==> src/verilog/fes_pkg.sv <==
// shared constants and types for the coprocessor exception unit and its host controller
package fes_pkg;

  // escape instruction classes seen by the exception unit
  typedef enum logic [3:0] {
    ARITH_OP,
    SQUARE_ROOT_OP,
    DIVIDE_OP,
    PARTIAL_REMAINDER_OP,
    STORE_INTEGER_OP,
    STORE_PACKED_DECIMAL_POP_OP,
    TRANSCENDENTAL_OP,
    EXPONENT_SIGNIFICAND_EXTRACT_OP,
    STACK_LOAD_EXT_OP,
    STACK_LOAD_SD_OP,
    COMPARE_OP,
    ENVIRONMENT_LOAD_OP,
    FULL_STATE_RESTORE_OP,
    LEGACY_SET_PROTECTED_OP,
    FULL_STATE_SAVE_OP,
    ENVIRONMENT_STORE_OP
  } fes_op_t;

  // operand class as decoded upstream
  typedef enum logic [2:0] {
    CLS_NORMAL,
    CLS_ZERO,
    CLS_DENORMAL,
    CLS_QUIET_NAN,
    CLS_SIGNALING_NAN,
    CLS_STACK_UNDER,
    CLS_STACK_OVER,
    CLS_INFINITY
  } fes_cls_t;

  // kind of value delivered to the destination
  typedef enum logic [2:0] {
    RES_NONE,
    RES_NUMBER,
    RES_QUIET_NAN,
    RES_INFINITY,
    RES_MAX_FINITE,
    RES_ZERO,
    RES_MIN_DENORMAL
  } fes_res_t;

  localparam logic [1:0] RND_NEAREST = 2'h0;
  localparam logic [1:0] RND_DOWN    = 2'h1;
  localparam logic [1:0] RND_UP      = 2'h2;
  localparam logic [1:0] RND_ZERO    = 2'h3;

  // status word and exception mask share this layout
  localparam int SW_WIDTH     = 7;
  localparam int SW_INVALID   = 0;
  localparam int SW_DENORMAL  = 1;
  localparam int SW_ZERO_DIV  = 2;
  localparam int SW_OVERFLOW  = 3;
  localparam int SW_UNDERFLOW = 4;
  localparam int SW_PRECISION = 5;
  localparam int SW_STACK     = 6;
  localparam logic [SW_WIDTH-1:0] SW_RESET = 7'h00;

  localparam int BUSY_CYCLES = 4;

  // register map of the host controller
  localparam logic [7:0] REG_CMD      = 8'h00;
  localparam logic [7:0] REG_CTRL     = 8'h04;
  localparam logic [7:0] REG_LIMIT    = 8'h08;
  localparam logic [7:0] REG_OPERAND  = 8'h0c;
  localparam logic [7:0] REG_DEV_STAT = 8'h10;
  localparam logic [7:0] REG_IRQ_STAT = 8'h14;
  localparam logic [7:0] REG_IRQ_MASK = 8'h18;
  localparam logic [7:0] REG_FAULT    = 8'h1c;

  // command word fields
  localparam int CMD_OP_LSB  = 0;
  localparam int CMD_CLS_LSB = 4;
  localparam int CMD_SIGN    = 7;
  localparam int CMD_OVF     = 8;
  localparam int CMD_UNF     = 9;
  // control word fields
  localparam int CTRL_RND_LSB  = 0;
  localparam int CTRL_MASK_LSB = 2;
  localparam int CTRL_PROT     = 9;
  localparam logic [31:0] CTRL_RESET  = 32'h0000_01fc;
  localparam logic [31:0] LIMIT_RESET = 32'hffff_ffff;

  localparam int IRQ_DONE  = 0;
  localparam int IRQ_EXC   = 1;
  localparam int IRQ_FAULT = 2;

  localparam logic [7:0] VEC_SEGMENT_OVERRUN = 8'h0d;
endpackage

==> src/verilog/fes_link_if.sv <==
// link between the host controller and the coprocessor exception unit
`timescale 1ns/1ps
`default_nettype none
interface fes_link_if;
  import fes_pkg::*;
  logic                esc_valid;
  fes_op_t             op;
  fes_cls_t            cls;
  logic                sign;
  logic                res_ovf;
  logic                res_unf;
  logic [1:0]          rnd;
  logic [SW_WIDTH-2:0] mask;
  logic                prot_mode;
  logic                busy;
  logic [SW_WIDTH-1:0] status;
  logic                exc_pending;

  modport dev (input esc_valid, op, cls, sign, res_ovf, res_unf, rnd, mask, prot_mode,
               output busy, status, exc_pending);
  modport host (output esc_valid, op, cls, sign, res_ovf, res_unf, rnd, mask, prot_mode,
                input busy, status, exc_pending);
endinterface
`default_nettype wire

==> src/verilog/fes_device.sv <==
// coprocessor exception unit: flags, delivered result kind, busy synchronisation
// Operation
// - masked overflow/underflow rounds per rounding mode
// - normalizing ops take denormals without invalid
// - root, packed store, remainder may underflow
// - transcendental and extract can raise denormal
// - denormal does not outrank every exception
// - zero extract: zero-divide, negative infinity below top when zero-divide is masked
// - stack fault bit marks stack-caused invalid
// - extended load never raises denormal
// - denormal single/double load flags denormal
// - signaling NaN single/double load flags invalid
// - produced NaNs are always quiet
// - signaling NaN traps; quiet only for compare/stores
// - host syncs automatically on numeric ops
// - host waits after environment load or restore
// - legacy set-protected opcode is ignored
// - save image format follows host mode
// - operand past limit gives vector thirteen
// - host holds escapes while coprocessor busy
`timescale 1ns/1ps
`default_nettype none
module fes_device
  import fes_pkg::*;
#(
  parameter int BUSY_LEN = BUSY_CYCLES
) (
  input  wire logic          core_clk_in,
  input  wire logic          rst_n_in,
  fes_link_if.dev            link,
  output fes_pkg::fes_res_t  result_kind_out,
  output logic               result_sign_out,
  output logic               st1_neg_inf_out,
  output logic               image_valid_out,
  output logic               image_prot_out,
  output logic [2:0]         primary_exc_out,
  output logic               retired_out
);
  import fes_pkg::*;

  logic [7:0]          busy_cnt;
  logic [SW_WIDTH-1:0] status;
  fes_res_t            sat_res;

  // ---------------- opcode groups ----------------
  wire fes_op_t op = link.op;
  wire op_env_ld   = (op == ENVIRONMENT_LOAD_OP) || (op == FULL_STATE_RESTORE_OP);
  wire op_img_st   = (op == FULL_STATE_SAVE_OP) || (op == ENVIRONMENT_STORE_OP);
  wire op_legacy   = (op == LEGACY_SET_PROTECTED_OP);
  wire op_load_ext = (op == STACK_LOAD_EXT_OP);
  wire op_extract  = (op == EXPONENT_SIGNIFICAND_EXTRACT_OP);
  // the extended load is a plain move, not a numeric operation
  wire op_numeric  = !op_env_ld && !op_img_st && !op_legacy && !op_load_ext;
  wire op_normalize = (op == SQUARE_ROOT_OP) || (op == DIVIDE_OP) || (op == PARTIAL_REMAINDER_OP)
                   || (op == STORE_INTEGER_OP) || (op == STORE_PACKED_DECIMAL_POP_OP);
  wire op_qnan_traps = (op == COMPARE_OP) || (op == STORE_INTEGER_OP)
                    || (op == STORE_PACKED_DECIMAL_POP_OP);
  wire op_may_unf  = (op == ARITH_OP) || (op == DIVIDE_OP) || (op == TRANSCENDENTAL_OP)
                  || (op == SQUARE_ROOT_OP) || (op == STORE_PACKED_DECIMAL_POP_OP)
                  || (op == PARTIAL_REMAINDER_OP);
  wire op_may_ovf  = (op == ARITH_OP) || (op == DIVIDE_OP) || (op == TRANSCENDENTAL_OP)
                  || (op == STORE_INTEGER_OP) || (op == STORE_PACKED_DECIMAL_POP_OP);

  // ---------------- operand classes ----------------
  wire cls_snan   = (link.cls == CLS_SIGNALING_NAN);
  wire cls_qnan   = (link.cls == CLS_QUIET_NAN);
  wire cls_denorm = (link.cls == CLS_DENORMAL);
  wire cls_zero   = (link.cls == CLS_ZERO);
  wire stack_flt  = (link.cls == CLS_STACK_UNDER) || (link.cls == CLS_STACK_OVER);

  // ---------------- raw exception conditions ----------------
  wire nan_invalid = op_numeric && (cls_snan || (cls_qnan && op_qnan_traps));
  wire exc_ie = stack_flt || nan_invalid;
  // normalizing ops and numeric loads take the denormal and only flag it, never invalid
  wire exc_de = op_numeric && cls_denorm;
  wire exc_ze = cls_zero && (op_extract || (op == DIVIDE_OP));
  wire exc_oe = op_may_ovf && link.res_ovf && !exc_ie;
  wire exc_ue = op_may_unf && link.res_unf && !exc_ie && !exc_ze;
  wire normalized = op_normalize && cls_denorm;

  wire [SW_WIDTH-1:0] new_flags;
  assign new_flags[SW_INVALID]   = exc_ie;
  assign new_flags[SW_DENORMAL]  = exc_de;
  assign new_flags[SW_ZERO_DIV]  = exc_ze;
  assign new_flags[SW_OVERFLOW]  = exc_oe;
  assign new_flags[SW_UNDERFLOW] = exc_ue;
  assign new_flags[SW_PRECISION] = exc_oe || exc_ue;
  assign new_flags[SW_STACK]     = stack_flt;

  // invalid and zero-divide rank above denormal; the old part let denormal win outright
  wire [2:0] primary = exc_ie ? 3'h1 :
                       exc_ze ? 3'h2 :
                       exc_de ? 3'h3 :
                       exc_oe ? 3'h4 :
                       exc_ue ? 3'h5 : 3'h0;

  // ---------------- delivered result ----------------
  wire m_ie = link.mask[SW_INVALID];
  wire m_ze = link.mask[SW_ZERO_DIV];
  wire m_oe = link.mask[SW_OVERFLOW];
  wire m_ue = link.mask[SW_UNDERFLOW];

  fes_sat_round u_sat_round (
    .rnd_in  (link.rnd),
    .sign_in (link.sign),
    .ovf_in  (exc_oe),
    .res_out (sat_res)
  );

  // a signaling input is quieted on the way out, so no signaling NaN is ever produced
  wire fes_res_t next_result =
      !op_numeric                ? RES_NONE :
      exc_ie                     ? (m_ie ? RES_QUIET_NAN : RES_NONE) :
      (exc_ze && op_extract)     ? (m_ze ? RES_NUMBER : RES_NONE) :
      exc_ze                     ? (m_ze ? RES_INFINITY : RES_NONE) :
      exc_oe                     ? (m_oe ? sat_res : RES_NONE) :
      exc_ue                     ? (m_ue ? sat_res : RES_NONE) :
      cls_qnan                   ? RES_QUIET_NAN :
      (op_extract && cls_zero)   ? RES_ZERO :
      normalized                 ? RES_NUMBER :
      RES_NUMBER;

  wire st1_write = op_extract && cls_zero && m_ze;

  // ---------------- acceptance and busy ----------------
  wire accept   = link.esc_valid && (busy_cnt == 8'h00);
  // the legacy opcode is consumed without raising busy or touching any state except the retired_out pulse
  wire do_work  = accept && !op_legacy;

  wire [SW_WIDTH-1:0] next_status = op_env_ld ? SW_RESET : (status | new_flags);

  always_ff @(posedge core_clk_in) begin
    if (!rst_n_in) begin
      busy_cnt <= 8'h00;
    end else if (do_work) begin
      busy_cnt <= BUSY_LEN[7:0];
    end else if (busy_cnt != 8'h00) begin
      busy_cnt <= busy_cnt - 8'h01;
    end
  end

  always_ff @(posedge core_clk_in) begin
    if (!rst_n_in) begin
      status <= SW_RESET;
    end else if (do_work) begin
      status <= next_status;
    end
  end

  always_ff @(posedge core_clk_in) begin
    if (!rst_n_in) begin
      result_kind_out <= RES_NONE;
      result_sign_out <= 1'b0;
      primary_exc_out <= 3'h0;
    end else if (do_work) begin
      result_kind_out <= next_result;
      result_sign_out <= link.sign;
      primary_exc_out <= op_numeric ? primary : 3'h0;
    end
  end

  always_ff @(posedge core_clk_in) begin
    if (!rst_n_in) begin
      st1_neg_inf_out <= 1'b0;
      image_valid_out <= 1'b0;
      retired_out     <= 1'b0;
    end else begin
      st1_neg_inf_out <= do_work && st1_write;
      image_valid_out <= do_work && op_img_st;
      retired_out     <= accept;
    end
  end

  always_ff @(posedge core_clk_in) begin
    if (!rst_n_in) begin
      image_prot_out <= 1'b0;
    end else if (do_work && op_img_st) begin
      image_prot_out <= link.prot_mode;
    end
  end

  // ---------------- link outputs ----------------
  assign link.busy        = (busy_cnt != 8'h00);
  assign link.status      = status;
  assign link.exc_pending = |(status[SW_WIDTH-2:0] & ~link.mask);
endmodule
`default_nettype wire

==> src/verilog/fes_sat_round.sv <==
// value delivered on a masked overflow or underflow, per rounding mode
`timescale 1ns/1ps
`default_nettype none
module fes_sat_round
  import fes_pkg::*;
(
  input  wire logic [1:0] rnd_in,
  input  wire logic       sign_in,
  input  wire logic       ovf_in,
  output fes_pkg::fes_res_t res_out
);
  // the direction of rounding decides whether we move away from zero
  wire away_pos = (rnd_in == RND_UP) && !sign_in;
  wire away_neg = (rnd_in == RND_DOWN) && sign_in;
  wire to_inf   = (rnd_in == RND_NEAREST) || away_pos || away_neg;
  wire to_tiny  = away_pos || away_neg;

  assign res_out = ovf_in ? (to_inf ? RES_INFINITY : RES_MAX_FINITE)
                          : (to_tiny ? RES_MIN_DENORMAL : RES_ZERO);
endmodule
`default_nettype wire
==> src/flat_wrapper.sv <==
// flat-port wrapper written by rule: the top's interface ports become plain ports
module fes_device_flat import fes_pkg::*;
#(
  parameter int BUSY_LEN = BUSY_CYCLES
)
  (core_clk_in, rst_n_in, result_kind_out, result_sign_out, st1_neg_inf_out, image_valid_out, image_prot_out, primary_exc_out, retired_out, link_esc_valid, link_op, link_cls, link_sign, link_res_ovf, link_res_unf, link_rnd, link_mask, link_prot_mode, link_busy, link_status, link_exc_pending);
  fes_link_if link_i ();
  input  wire logic core_clk_in;
  input  wire logic rst_n_in;
  output fes_pkg::fes_res_t result_kind_out;
  output logic result_sign_out;
  output logic st1_neg_inf_out;
  output logic image_valid_out;
  output logic image_prot_out;
  output logic [2:0] primary_exc_out;
  output logic retired_out;
  input wire logic [$bits(link_i.esc_valid)-1:0] link_esc_valid;
  input wire logic [$bits(link_i.op)-1:0] link_op;
  input wire logic [$bits(link_i.cls)-1:0] link_cls;
  input wire logic [$bits(link_i.sign)-1:0] link_sign;
  input wire logic [$bits(link_i.res_ovf)-1:0] link_res_ovf;
  input wire logic [$bits(link_i.res_unf)-1:0] link_res_unf;
  input wire logic [$bits(link_i.rnd)-1:0] link_rnd;
  input wire logic [$bits(link_i.mask)-1:0] link_mask;
  input wire logic [$bits(link_i.prot_mode)-1:0] link_prot_mode;
  output wire logic [$bits(link_i.busy)-1:0] link_busy;
  output wire logic [$bits(link_i.status)-1:0] link_status;
  output wire logic [$bits(link_i.exc_pending)-1:0] link_exc_pending;
  assign link_i.esc_valid = link_esc_valid;
  assign link_i.op = link_op;
  assign link_i.cls = link_cls;
  assign link_i.sign = link_sign;
  assign link_i.res_ovf = link_res_ovf;
  assign link_i.res_unf = link_res_unf;
  assign link_i.rnd = link_rnd;
  assign link_i.mask = link_mask;
  assign link_i.prot_mode = link_prot_mode;
  assign link_busy = link_i.busy;
  assign link_status = link_i.status;
  assign link_exc_pending = link_i.exc_pending;
  fes_device #(.BUSY_LEN(BUSY_LEN)) u_core (.core_clk_in(core_clk_in), .rst_n_in(rst_n_in), .link(link_i), .result_kind_out(result_kind_out), .result_sign_out(result_sign_out), .st1_neg_inf_out(st1_neg_inf_out), .image_valid_out(image_valid_out), .image_prot_out(image_prot_out), .primary_exc_out(primary_exc_out), .retired_out(retired_out));
endmodule
==> config.mk <==
export PLATFORM = sky130hd
export DESIGN_NAME = fes_device_flat
export DESIGN_NICKNAME = d
export VERILOG_FILES = /design/src/verilog/fes_pkg.sv /design/src/verilog/fes_link_if.sv /design/src/verilog/fes_device.sv /design/src/verilog/fes_sat_round.sv /design/src/flat_wrapper.sv
export SDC_FILE = /design/constraint.sdc
export NUM_CORES = 1
export LEC_CHECK = 0
export BUFFER_PORTS_ARGS = -buffer_cell sky130_fd_sc_hd__buf_2
export CORE_MARGIN = 4
export CORE_UTILIZATION = 35
export CTS_CLUSTER_DIAMETER = 150
export DETAILED_ROUTE_END_ITERATION = 6
export PLACE_DENSITY = 0.68
export SYNTH_ARGS = -nofsm -noshare
export SYNTH_HDL_FRONTEND = slang
export SYNTH_SLANG_ARGS = --single-unit
==> constraint.sdc <==
create_clock -name core_clk_in -period 1.9 [get_ports core_clk_in]
set_input_delay 0.19 -clock core_clk_in [delete_from_list [all_inputs] [get_ports core_clk_in]]
set_output_delay 0.19 -clock core_clk_in [all_outputs]
set_load 0.1 [all_outputs]
Yosys cells after proc, flatten, opt, wreduce, memory -nomap -nowiden --
Cells that the tools add are included.
Cells by class: divide/modulo/power cells 0, reduce and logical (&&, ||, !) cells 54, bitwise operators 4, $mul 0, mux-type cells 25, shift operators 0, add/subtract/negate cells 1, $lt $le $gt $ge 0, equal/unequal tests 22
Operators with widths (number):
- two-way mux 3 bit | 20
- equality test 4 bit (second input constant) | 7
- logical AND 1 bit | 21
- logical OR 1 bit | 19
- equality test 4 x 3 -> 1 bit (second input constant) | 4
- equality test 3 bit (second input constant) | 3
- equality test 4 x 2 -> 1 bit (second input constant) | 2
- zero test 8 bit | 1
- nonzero test 8 bit | 1
- subtractor 8 x 1 -> 8 bit (second input constant) | 1
- zero test 1 bit | 7
- two-way mux 7 bit | 1
- bitwise OR 7 bit | 1
- AND 6 bit | 1
- equality test 3 x 2 -> 1 bit (second input constant) | 2
- two-way mux 2 bit | 3
- inverter 6 bit | 1
- OR reduction 6 bit | 1
- equality test 4 x 1 -> 1 bit (second input constant) | 1
- zero test 4 bit | 1
- equality test 3 x 1 -> 1 bit (second input constant) | 1
- equality test 2 x 1 -> 1 bit (second input constant) | 1
- equality test 2 bit (second input constant) | 1
- zero test 2 bit | 1
- other kinds (4) | 4
Storage, ports and cells: input port bits 22, memory bits (writable) 0, output and inout bits 20, latch bits 0, ROM bits 0, register bits 26, logic and storage cells 116, memories 0

Depth between registers and ports, before layout --
Gate-level depths: netlist of run 1.
depth in word-level cells 18, depth in mapped cells 8, gate-level depth less buffers 8

Hierarchy --
Synthesis of run 1 repeated with hierarchy kept, for this count alone.
Second synthesis, totals: cell total of the unflattened synthesis 184, area total of the unflattened synthesis 1486.4 um^2
Modules (own cells, without submodules):
- fes_device | sequential area each 520.5 um^2, instances 1, area each 1426.4 um^2, cells each 176
- fes_sat_round | sequential area each 0.0 um^2, instances 1, area each 60.1 um^2, cells each 8

Worst setup path before layout of run 1 --
No wires, ideal clock.
path kind register to register, start register u_core.busy_cnt[0], end register u_core.busy_cnt[2], period minus slack after synthesis 2209 ps, data arrival time 2089 ps, cell stages (with the launch flop) 9, required time 1780 ps, slack -309 ps, cell sequence dfxtp_1 -> inv_1 -> ha_1 -> or4b_4 -> nor2b_1 -> inv_2 -> nand2_1 -> nor2_1 -> o31a_1
RTL lines:
- start: declaration | RTL line fes_device.sv:41 | logic [7:0] busy_cnt;
- start signal: assignment | RTL line fes_device.sv:136 | busy_cnt <= BUSY_LEN[7:0];
- start signal: assignment | RTL line fes_device.sv:138 | busy_cnt <= busy_cnt - 8'h01;
- nonzero test 8 bit
- net link_busy | RTL line flat_wrapper.sv:26 | output wire logic [$bits(link_i.busy)-1:0] link_busy;
- nonzero test 2 bit (no source line)
The timed path passes the listed nets, and every way through them passes these cells. The select of a mux whose other input is x is not followed. A chain may end at the register's enable or synchronous reset.

Worst setup path after layout of run 1 --
start register u_core.busy_cnt[1], end register u_core.result_kind_out[2]
Between the ends: word-level cells in the longest chain between the ends 3
Ends and longest elaborated chain:
- zero test 8 bit | RTL line fes_device.sv:126 | wire accept = link.esc_valid && (busy_cnt == 8'h00);
- logical AND 1 bit | RTL line fes_device.sv:126
- logical AND 1 bit | RTL line fes_device.sv:128 | wire do_work = accept && !op_legacy;
- end signal: assignment | RTL line fes_device.sv:156 | result_kind_out <= next_result;
- end: declaration | RTL line fes_device.sv:31 | output fes_pkg::fes_res_t result_kind_out,
No other way between the ends.

==> results.py, run 1 <==
metrics = {
    "sta": {
        "max_clock_freq_mhz": 502,
        "drv_slew": 0,
        "slew_headroom_pct": 64.8,
        "setup-violations-final": 14,
        "fin_ws_ns": -0.0931,
        "final.setup.tns_ns": -0.668,
        "fin_skew_ns": 0.00373,
        "finalHoldViolations": 0,
        "layout_min_cycle_time_ns": 1.99,
        "worst_pin_slew_ns": 0.523,
        "rsz0062_at_grt": "yes",
        "final.period_utilization_pct": 105,
    },
    "clock_tree": {
        "clk_pin_slew_worst_paths_ns": 0.10,
        "postCtsHoldBufs": 0,
        "clock-sinks": 26,
        "clock_path_buffers": 2,
        "cts_buffers": 3,
        "clock_latency_ns": 0.27,
        "root_buffer": "clkbuf_8",
        "cts.htree.levels": 1,
        "cts_tree": "yes",
    },
    "synth": {
        "ys_ff_latch": 26,
        "syn_inst": 190,
        "synth_top_family_by_area": "simple AND/OR/NAND/NOR gates",
        "synthArstFlopShare_pct": 0,
        "synth_top_area_share_pct": 34.9,
        "synth_simple_gate_area_share_pct": 30.7,
        "syn-cell-area_sq_um": 1490,
        "synth_cell_type_count": 50,
        "synth_xor_area_share_pct": 2.94,
        "netlist_top_cells_area": "dfxtp_1 (35%), nor2_1 (5.0%), nand2_1 (4.3%)",
        "synth_edf_count": 0,
        "synthMuxAreaShare_pct": 0.672,
        "synthFlopType": "dfxtp_1",
        "yosysWarnings": 0,
        "syn_area_per_cell_sq_um": 7.84,
        "synth_area_leader_cell": "dfxtp_1",
        "synth_compound_area_share_pct": 24.2,
        "syn_nets": 213,
        "yosysSeqAreaShare_pct": 34.9,
        "synth_fa_ha_area_share_pct": 0.840,
    },
    "detailed_routing": {
        "ant_nets": 0,
        "drt-total-wl_um": 4610,
        "drc": 0,
        "viasPerCell": 5.42,
        "wl_per_cell_um": 15.3,
        "dr.pass1.iters": 4,
        "dr_total_vias": 1636,
        "drt_iter0_markers": 52,
    },
    "critical_path": {
        "reg2reg_from": "u_core.busy_cnt[1]",
        "worstRegToRegCells": 7,
        "critPathLaunchType": "flip-flop",
        "cp-endpoint": "u_core.result_kind_out[2]",
        "cp-end-kind": "flip-flop",
        "reg2reg_to": "u_core.result_kind_out[2]",
        "path_cells": "inv_2, ha_4, or4b_4, and4b_2, buf_6, nor2b_1, a22o_1",
        "crit_buf_inv": 2,
        "r2r_slack_ns": -0.09,
        "crit_path_max_fanout": 5,
        "cp.depth": 7,
        "slowest_delay_ns": 0.49,
        "critPathSlowestCell": "or4b_4",
        "cp_top_family": "simple AND/OR/NAND/NOR gates",
        "cp.arrival_ns": 2.16,
        "setup.worst_path.class": "reg2reg",
        "crit_required_ns": 2.07,
        "startpoint": "u_core.busy_cnt[1]",
    },
    "floorplanning": {
        "num_io_pins": 42,
        "die_area_sq_um": 5370,
        "fp.dieW_um": 73.3,
        "floorplan.initialDensity_pct": 36.7,
        "fp-row-count": 23,
        "core_area_sq_um": 4060,
        "die-height_um": 73.3,
    },
    "status": {
        "status": "finished with violations",
        "violations": "negative setup slack",
    },
    "cells_and_area": {
        "synthToLayoutAreaGrowth_pct": 44.3,
        "final_cell_mix": "buf_2 (40), dfxtp_1 (24), buf_4 (19)",
        "fin_nets": 276,
        "final_layout_size_suffix_gt1_share_pct": 40.5,
        "n_antenna_cell": 0,
        "layout_commonest_cell": "buf_2",
    },
    "power": {
        "p_leak_nw": 0.941,
        "combPwrFrac_pct": 59.5,
        "p_clk_share_pct": 15.9,
        "switchingPower_mw": 1.26,
        "p_sw_share_pct": 42.9,
        "power_density_nw_per_um2": 1370,
        "p_int_mw": 1.68,
        "p_seq_share_pct": 24.7,
        "irDropWorstVdd_mv": 0.428,
    },
    "grt": {
        "grt-ovfl-total": 0,
        "grt_pass1_wl_um": 7330,
        "antenna_found_initial": 0,
        "grt_pass1_vias": 1558,
        "grt_use_total_pct": 17.3,
        "grt_max_degree": 16,
    },
    "job": {
        "max_cap_violations": 0,
    },
    "placed_design": {
        "io_buffer_count": 41,
        "place_worst_setup_slack_ns": -0.0974,
        "dpl.hpwl_um": 3280,
        "gp_congestion": 0.838,
    },
    "hold_path": {
        "min_path_type": "in2reg",
    },
}
registers in the layout, indices dropped and copies added (netlist names), 3 cells and up:
signal,flops
u_core.busy_cnt,8
u_core.link.status,7
u_core.primary_exc_out,3
u_core.result_kind_out,3
worst reg2reg max path, delay by kind of cell, from the launching register on:
kind                       cells  cell delay, ns
DFF                            1            0.34
and+or+nand+nor                3            0.97
buffers and inverters          2            0.22
adders and majority gates      1            0.13
AOI/OAI and AO/OA              1            0.24
final cells by class:
type	instances	area [sq um]
Multi-Input combinational cell	143	1000
Inverter	12	50.0
Fill cell	382	1910
Clock buffer	3	41.3
Clock inverter	1	30.0
Tap cell	50	62.6
Timing Repair Buffer	67	442
Sequential cell	26	523
power groups by stage:
stage / Clock [mW] / Combinational [mW] / Sequential (mW)
global placement: 0 / 1.37 / 0.735
CTS: 0.475 / 1.60 / 0.723
detailed placement: 0 / 1.38 / 0.736
global route: 0.491 / 1.87 / 0.742
floorplan: 0 / 0.750 / 0.963
finish: 0.467 / 1.75 / 0.727
metal layers:
metal  up-vias  global-route usage, %  routed length (um)
li1        810                      -                   -
met1       777                   22.5                1990
met2        45                   27.8                2340
met3         4                   3.69                 231
met4         0                   6.56                  46
met5         -                      0                   0
worst min-delay path by stage:
stage | from | to | cells past startpoint
finish | link_prot_mode | u_core.image_prot_out | 3
global route | link_prot_mode | u_core.image_prot_out | 3
CTS | link_prot_mode | u_core.image_prot_out | 3
detailed placement | u_core.result_kind_out[0] | u_core.result_kind_out[0] | 2
global placement | u_core.result_sign_out | u_core.result_sign_out | 2
floorplan | link_mask[2] | u_core.st1_neg_inf_out | 2
cell families (layout without fill, tap and decap cells):
kind of cell,Yosys count,after routing
adder cells (fa/ha/maj),1,1
AO/OA/AOI/OAI,53,53
XOR/XNOR,5,5
flip-flops,26,26
buffers and inverters,21,83
multiplexers,1,1
AND/OR/NAND/NOR,83,83
what timing repair did:
item,CTS,global route
setup endpoints to repair,13,19
setup buffers,6,3
pin swaps,2,12
resized for setup,19,19
synth_stat cells, types with 2 or more instances:
master      n
a31oi_1     5
nor2b_1     8
dfxtp_1    26
xnor2_1     4
nand3b_1    2
o21ai_0    10
nor3_1      3
o221ai_1    3
nand2b_1    3
nor3b_1     2
o211ai_1    2
clkbuf_1    4
and2_1      2
inv_1      11
and3_1      4
a21boi_0    3
nor4b_1     3
a21oi_1    12
a21o_1      2
o2111ai_1   2
o31ai_1     3
buf_2       5
nand3_1     8
nand2_1    17
nand4bb_1   2
nor2_1     20
per-stage QoR:
| step | power (mW) | area (sq um) | utilization, % | hold slack (ns) | std cells |
|---|---|---|---|---|---|
| final | 2.95 | 2150 | 53.0 | 0.182 | 302 |
| after global routing | 3.10 | 2150 | 53.0 | 0.217 | 302 |
| after CTS | 2.80 | 2060 | 50.9 | 0.192 | 299 |
| after detailed placement | 2.11 | 1870 | 46.2 | 0.439 | 289 |
| after global placement | 2.10 | 1870 | 46.2 | 0.452 | 289 |
| after floorplan | 1.71 | 1520 | - | 0.333 | 190 |
No activity file was read; power rests on OpenSTA's default activity.
==> inputs of run 2 (changes only) <==
- SETUP_SLACK_MARGIN: unset -> 0.05
==> run 2 against run 1 <==
Compared with the run above:
- the flow still finishes with violations (negative setup slack)
- critical path depth unchanged
- register-to-register slack about the same
- clock power about the same
- critical endpoint is now link_busy
==> results.py, run 2 (same netlist as run 1, synthesis figures left out) <==
metrics = {
    "detailed_routing": {
        "drc": 0,
        "drt_iter0_markers": 69,
        "dr.pass1.iters": 4,
        "viasPerCell": 5.40,
        "ant_nets": 0,
        "dr_total_vias": 1658,
        "drt-total-wl_um": 4520,
        "wl_per_cell_um": 14.7,
    },
    "clock_tree": {
        "clock-sinks": 26,
        "cts.htree.levels": 1,
        "clock_path_buffers": 2,
        "clock_latency_ns": 0.28,
        "cts_buffers": 3,
        "root_buffer": "clkbuf_8",
        "cts_tree": "yes",
        "clk_pin_slew_worst_paths_ns": 0.09,
    },
    "grt": {
        "grt_max_degree": 16,
        "grt_pass1_wl_um": 7300,
        "grt_use_met1_pct": 22.6,
        "antenna_found_initial": 0,
        "grt_use_met2_pct": 27.8,
        "grt-ovfl-total": 0,
        "top_usage_layer": "met2",
        "use_met3_pct": 4.24,
        "grt_use_total_pct": 17.3,
        "grt_pass1_vias": 1588,
    },
    "cells_and_area": {
        "n_antenna_cell": 0,
        "largestRegisters": "u_core.busy_cnt: 8 flops, u_core.link.status: 7 flops",
        "multi_input_area_sq_um": 1030,
        "largest_register": "u_core.busy_cnt",
        "seqCellArea_sq_um": 528,
        "fin_area_sq_um": 2250,
        "final_layout_size_suffix_gt1_share_pct": 44.0,
        "largest_register_ffs": 8,
        "fin_nets": 281,
        "final_cell_mix": "buf_2 (39), buf_4 (23), dfxtp_1 (20)",
        "synthToLayoutAreaGrowth_pct": 50.7,
        "layout_commonest_cell": "buf_2",
        "nFillCells": 365,
    },
    "placed_design": {
        "gp_congestion": 0.921,
        "place_worst_setup_slack_ns": -0.0784,
        "post_dp_cell_area_sq_um": 1900,
        "io_buffer_count": 41,
        "dpl.hpwl_um": 3170,
    },
    "power": {
        "power_density_nw_per_um2": 1410,
        "p_clk_share_pct": 14.8,
        "p_sw_share_pct": 41.9,
        "switchingPower_mw": 1.32,
        "p_leak_nw": 0.981,
        "p_int_mw": 1.83,
        "irDropWorstVdd_mv": 0.731,
        "combPwrFrac_pct": 62.3,
        "p_seq_share_pct": 22.9,
    },
    "floorplanning": {
        "floorplan.initialDensity_pct": 36.7,
        "fp-row-count": 23,
        "num_io_pins": 42,
        "core_area_sq_um": 4060,
        "fp.dieW_um": 73.3,
        "die-height_um": 73.3,
        "die_area_sq_um": 5370,
    },
    "critical_path": {
        "cp.arrival_ns": 1.81,
        "reg2reg_to": "u_core.result_kind_out[2]",
        "critPathLaunchType": "flip-flop",
        "cp-end-kind": "primary output",
        "cp_top_family": "simple AND/OR/NAND/NOR gates",
        "reg2reg_from": "u_core.busy_cnt[0]",
        "critPathSlowestCell": "or4b_4",
        "path_common_cell": "buf_12",
        "path_cells": "inv_2, ha_4, or4b_4, buf_12, nor2b_4, clkinv_4, buf_12",
        "crit_path_max_fanout": 3,
        "setup.worst_path.class": "reg2out",
        "worstRegToRegCells": 8,
        "r2r_slack_ns": -0.08,
        "crit_buf_inv": 4,
        "crit_required_ns": 1.71,
        "slowest_delay_ns": 0.47,
    },
    "status": {
        "violations": "negative setup slack",
        "status": "finished with violations",
    },
    "hold_path": {
        "worstHoldStart": "link_prot_mode",
        "min_to": "u_core.image_prot_out",
        "min_path_cells": 3,
        "min_path_type": "in2reg",
    },
    "sta": {
        "worst_pin_slew_ns": 0.559,
        "finalHoldViolations": 0,
        "drv_slew": 0,
        "layout_min_cycle_time_ns": 2.00,
        "rsz0062_at_grt": "yes",
        "max_clock_freq_mhz": 500,
        "fin_skew_ns": 0.00735,
        "fin_ws_ns": -0.0992,
        "final.period_utilization_pct": 105,
        "slew_headroom_pct": 62.3,
        "setup-violations-final": 15,
    },
    "job": {
        "max_cap_violations": 0,
    },
}
==> run 2: changes by cell type in the layout (fill, tap and decap cells not counted), moves of 2 or more <==
cell | before | now
nor2_1 | 14 | 18
dfxtp_1 | 24 | 20
nor2_2 | 6 | 2
buf_4 | 19 | 23
nand3_1 | 7 | 3
dfxtp_2 | 2 | 6
nand2_4 | 0 | 2
nand3_2 | 0 | 2
o21ai_2 | 2 | 0
nand3_4 | 2 | 4
==> run 2: through the flow <==
stage | util [%] | hold WS, ns | instances | setup TNS, ns | power [mW]
floorplan | - | 0.333 | 190 | 0 | 1.71
global placement | 46.8 | 0.449 | 290 | -0.0633 | 2.15
detailed placement | 46.8 | 0.455 | 290 | -0.230 | 2.15
CTS | 52.0 | 0.178 | 302 | -0.184 | 2.91
global route | 55.4 | 0.193 | 307 | -1.96 | 3.35
finish | 55.4 | 0.171 | 307 | -0.566 | 3.16
==> run 2: what timing repair did <==
| item | in CTS | in global routing |
|---|---|---|
| pin swaps | 10 | 6 |
| gates resized for setup | 25 | 22 |
| setup endpoints to repair | 17 | 25 |
| hold buffers | 0 | 0 |
| setup buffers | 8 | 5 |
==> run 2: worst max path at each step <==
stage	startpoint	end	slack (ns)	cells past startpoint
final	u_core.busy_cnt[0]	link_busy	-0.1	7
after global placement	u_core.busy_cnt[1]	u_core.busy_cnt[6]	-0.04	6
after floorplan	u_core.busy_cnt[1]	u_core.result_kind_out[2]	0.002	7
after CTS	u_core.busy_cnt[0]	link_busy	-0.07	7
after detailed placement	u_core.busy_cnt[1]	u_core.busy_cnt[6]	-0.08	6
after global routing	u_core.busy_cnt[0]	u_core.result_kind_out[1]	-0.16	8
==> run 2: worst register-to-register path: cells and delay by family, from the launching register on <==
| family | cells | cell delay, ns |
|---|---|---|
| simple gates | 3 | 0.90 |
| flops | 1 | 0.34 |
| buf+inv | 3 | 0.30 |
| compound gates | 1 | 0.22 |
| fa+ha+maj | 1 | 0.13 |
==> run 2: metal layers <==
| metal | share of wire (%) | wire [um] |
|---|---|---|
| met2 | 47 | 2150 |
| met3 | 6.0 | 269 |
| met4 | 2.6 | 116 |
| met1 | 44 | 1990 |
| met5 | 0 | 0 |
==> run 2: cell type report <==
| type | count | area share [%] |
|---|---|---|
| Clock buffer | 3 | 1.84 |
| Multi-Input combinational cell | 143 | 46.0 |
| Inverter | 12 | 2.23 |
| Clock inverter | 1 | 1.34 |
| Sequential cell | 26 | 23.5 |
| Tap cell | 50 | 2.79 |
| Timing Repair Buffer | 72 | 22.3 |
==> run 2: power groups by stage <==
stage	registers, mW	logic, mW	clock network, mW
after floorplan	0.964	0.749	0
after global placement	0.730	1.42	0
after detailed placement	0.733	1.42	0
after CTS	0.724	1.72	0.471
after global routing	0.744	2.10	0.498
final	0.724	1.97	0.467
==> inputs of run 3 (changes only) <==
- CTS_CLUSTER_SIZE: unset -> 40
- MAX_ROUTING_LAYER: unset -> met4
==> run 3 against run 2 <==
Compared with the run above:
- fmax about the same
- critical path depth stayed put
- sequential cell count did not move
- the run still ends with negative setup slack left
- combinational power is essentially flat
- clock power is essentially flat
- cell count unchanged
- via count is 0.36% lower
- critical endpoint unchanged
- non-clock buffer count unchanged
- sequential share of layout area did not move
- hold slack about the same
- die area stayed put
- largest power group unchanged
==> results.py, run 3 (same netlist as run 1, synthesis figures left out) <==
metrics = {
    "placed_design": {
        "io_buffer_count": 41,
        "dpl.hpwl_um": 3170,
        "gp_congestion": 0.937,
    },
    "sta": {
        "final.setup.tns_ns": -0.555,
        "layout_min_cycle_time_ns": 2.00,
        "slew_headroom_pct": 62.1,
        "final.period_utilization_pct": 105,
        "drv_slew": 0,
        "max_clock_freq_mhz": 500,
        "fin_hold_ws_ns": 0.171,
        "worst_pin_slew_ns": 0.562,
        "fin_skew_ns": 0.00730,
        "setup-violations-final": 15,
        "finalHoldViolations": 0,
        "fin_ws_ns": -0.0989,
        "rsz0062_at_grt": "yes",
    },
    "cells_and_area": {
        "largest_register": "u_core.busy_cnt",
        "largest_register_ffs": 8,
        "fin_nets": 281,
        "n_antenna_cell": 0,
        "layout_commonest_cell": "buf_2",
        "final_layout_size_suffix_gt1_share_pct": 44.0,
        "final_cell_mix": "buf_2 (39), buf_4 (23), dfxtp_1 (20)",
        "synthToLayoutAreaGrowth_pct": 50.7,
        "finish.utilization_pct": 55.4,
        "largestRegisters": "u_core.busy_cnt: 8 flops, u_core.link.status: 7 flops",
    },
    "power": {
        "p_clk_share_pct": 14.8,
        "p_int_mw": 1.83,
        "p_leak_nw": 0.981,
        "irDropWorstVdd_mv": 0.730,
        "combPwrFrac_pct": 62.3,
        "p_sw_share_pct": 41.9,
        "switchingPower_mw": 1.32,
        "power_density_nw_per_um2": 1410,
        "p_seq_share_pct": 22.9,
    },
    "critical_path": {
        "setup.worst_path.class": "reg2out",
        "crit_required_ns": 1.71,
        "critPathLaunchType": "flip-flop",
        "cp-end-kind": "primary output",
        "crit_path_max_fanout": 3,
        "cp.arrival_ns": 1.81,
    },
    "floorplanning": {
        "fp.dieW_um": 73.3,
        "num_io_pins": 42,
        "fp-row-count": 23,
        "core_area_sq_um": 4060,
        "die-height_um": 73.3,
        "die_area_sq_um": 5370,
        "floorplan.initialDensity_pct": 36.7,
    },
    "clock_tree": {
        "clock_path_buffers": 2,
        "cts_tree": "yes",
        "cts.htree.levels": 1,
        "clk_pin_slew_worst_paths_ns": 0.09,
        "cts_buffers": 3,
        "root_buffer": "clkbuf_8",
        "clock-sinks": 26,
        "postCtsHoldBufs": 0,
        "clock_latency_ns": 0.28,
    },
    "detailed_routing": {
        "wl_per_cell_um": 14.7,
        "drc": 0,
        "viasPerCell": 5.38,
        "dr.pass1.iters": 4,
        "ant_nets": 0,
        "dr_total_vias": 1652,
        "drt-total-wl_um": 4520,
        "drt_iter0_markers": 76,
    },
    "grt": {
        "use_met3_pct": 4.24,
        "grt_pass1_wl_um": 7320,
        "grt_pass1_vias": 1581,
        "grt_use_met2_pct": 27.8,
        "grt_use_total_pct": 17.8,
        "grt-ovfl-total": 0,
        "top_usage_layer": "met2",
        "grt_max_degree": 16,
        "grt_use_met1_pct": 22.7,
        "antenna_found_initial": 0,
    },
    "status": {
        "violations": "negative setup slack",
        "status": "finished with violations",
    },
    "hold_path": {
        "min_path_type": "in2reg",
    },
    "job": {
        "max_cap_violations": 0,
    },
}
-- run 3: cell counts in the layout (fill, tap and decap cells not counted) --
No cell type changed its count.
-- run 3: through the flow --
stage / cell area, sq um / std cells / setup slack [ns] / power [mW]
after detailed placement: 1900 / 290 / -0.0784 / 2.15
final: 2250 / 307 / -0.0989 / 3.16
after global placement: 1900 / 290 / -0.0402 / 2.15
after CTS: 2110 / 302 / -0.0689 / 2.91
after floorplan: 1520 / 190 / 0.00207 / 1.71
after global routing: 2250 / 307 / -0.160 / 3.35
-- run 3: path summary, 6_finish.rpt --
kind / from / to / slack (ns) / cells after the start
max: u_core.busy_cnt[0] / link_busy / -0.1 / 7
min reg2reg: u_core.result_sign_out / u_core.result_sign_out / 0.46 / 2
max reg2reg: u_core.busy_cnt[0] / u_core.result_kind_out[2] / -0.08 / 8
min: link_prot_mode / u_core.image_prot_out / 0.17 / 3
-- run 3: what timing repair did --
action,4_1_cts,5_1_grt
pin swaps,10,6
resized for setup,25,22
hold endpoints to repair,0,0
endpoints found under the setup margin,17,25
buffers inserted,8,5
-- run 3: worst max-delay path, cell delays in order (launching register included) --
cell and delay [ns]:
dfxtp_2 0.34, inv_2 0.07, ha_4 0.13, or4b_4 0.47
buf_12 0.15, nor2b_4 0.14, clkinv_4 0.07, buf_12 0.16
-- run 3: per-layer routing --
metal | up-vias | routed length, um
met2 | 65 | 2180
li1 | 829 | -
met1 | 746 | 1940
met3 | 12 | 296
met5 | - | 0
met4 | 0 | 103
-- run 3: power groups by stage --
| stage | clock network, mW | registers, mW | logic (mW) |
|---|---|---|---|
| after floorplan | 0 | 0.964 | 0.749 |
| after global placement | 0 | 0.730 | 1.42 |
| after detailed placement | 0 | 0.733 | 1.42 |
| after CTS | 0.471 | 0.724 | 1.72 |
| after global routing | 0.498 | 0.744 | 2.10 |
| final | 0.467 | 0.724 | 1.97 |
-- run 3: cell type report --
| cell class | count | area [sq um] |
|---|---|---|
| clock buffer | 3 | 41.3 |
| fill | 365 | 1810 |
| multi-input combinational | 143 | 1030 |
| clock inverter | 1 | 30.0 |
| timing repair buffer | 72 | 502 |
| tap | 50 | 62.6 |
| sequential | 26 | 528 |
| inverter | 12 | 50.0 |
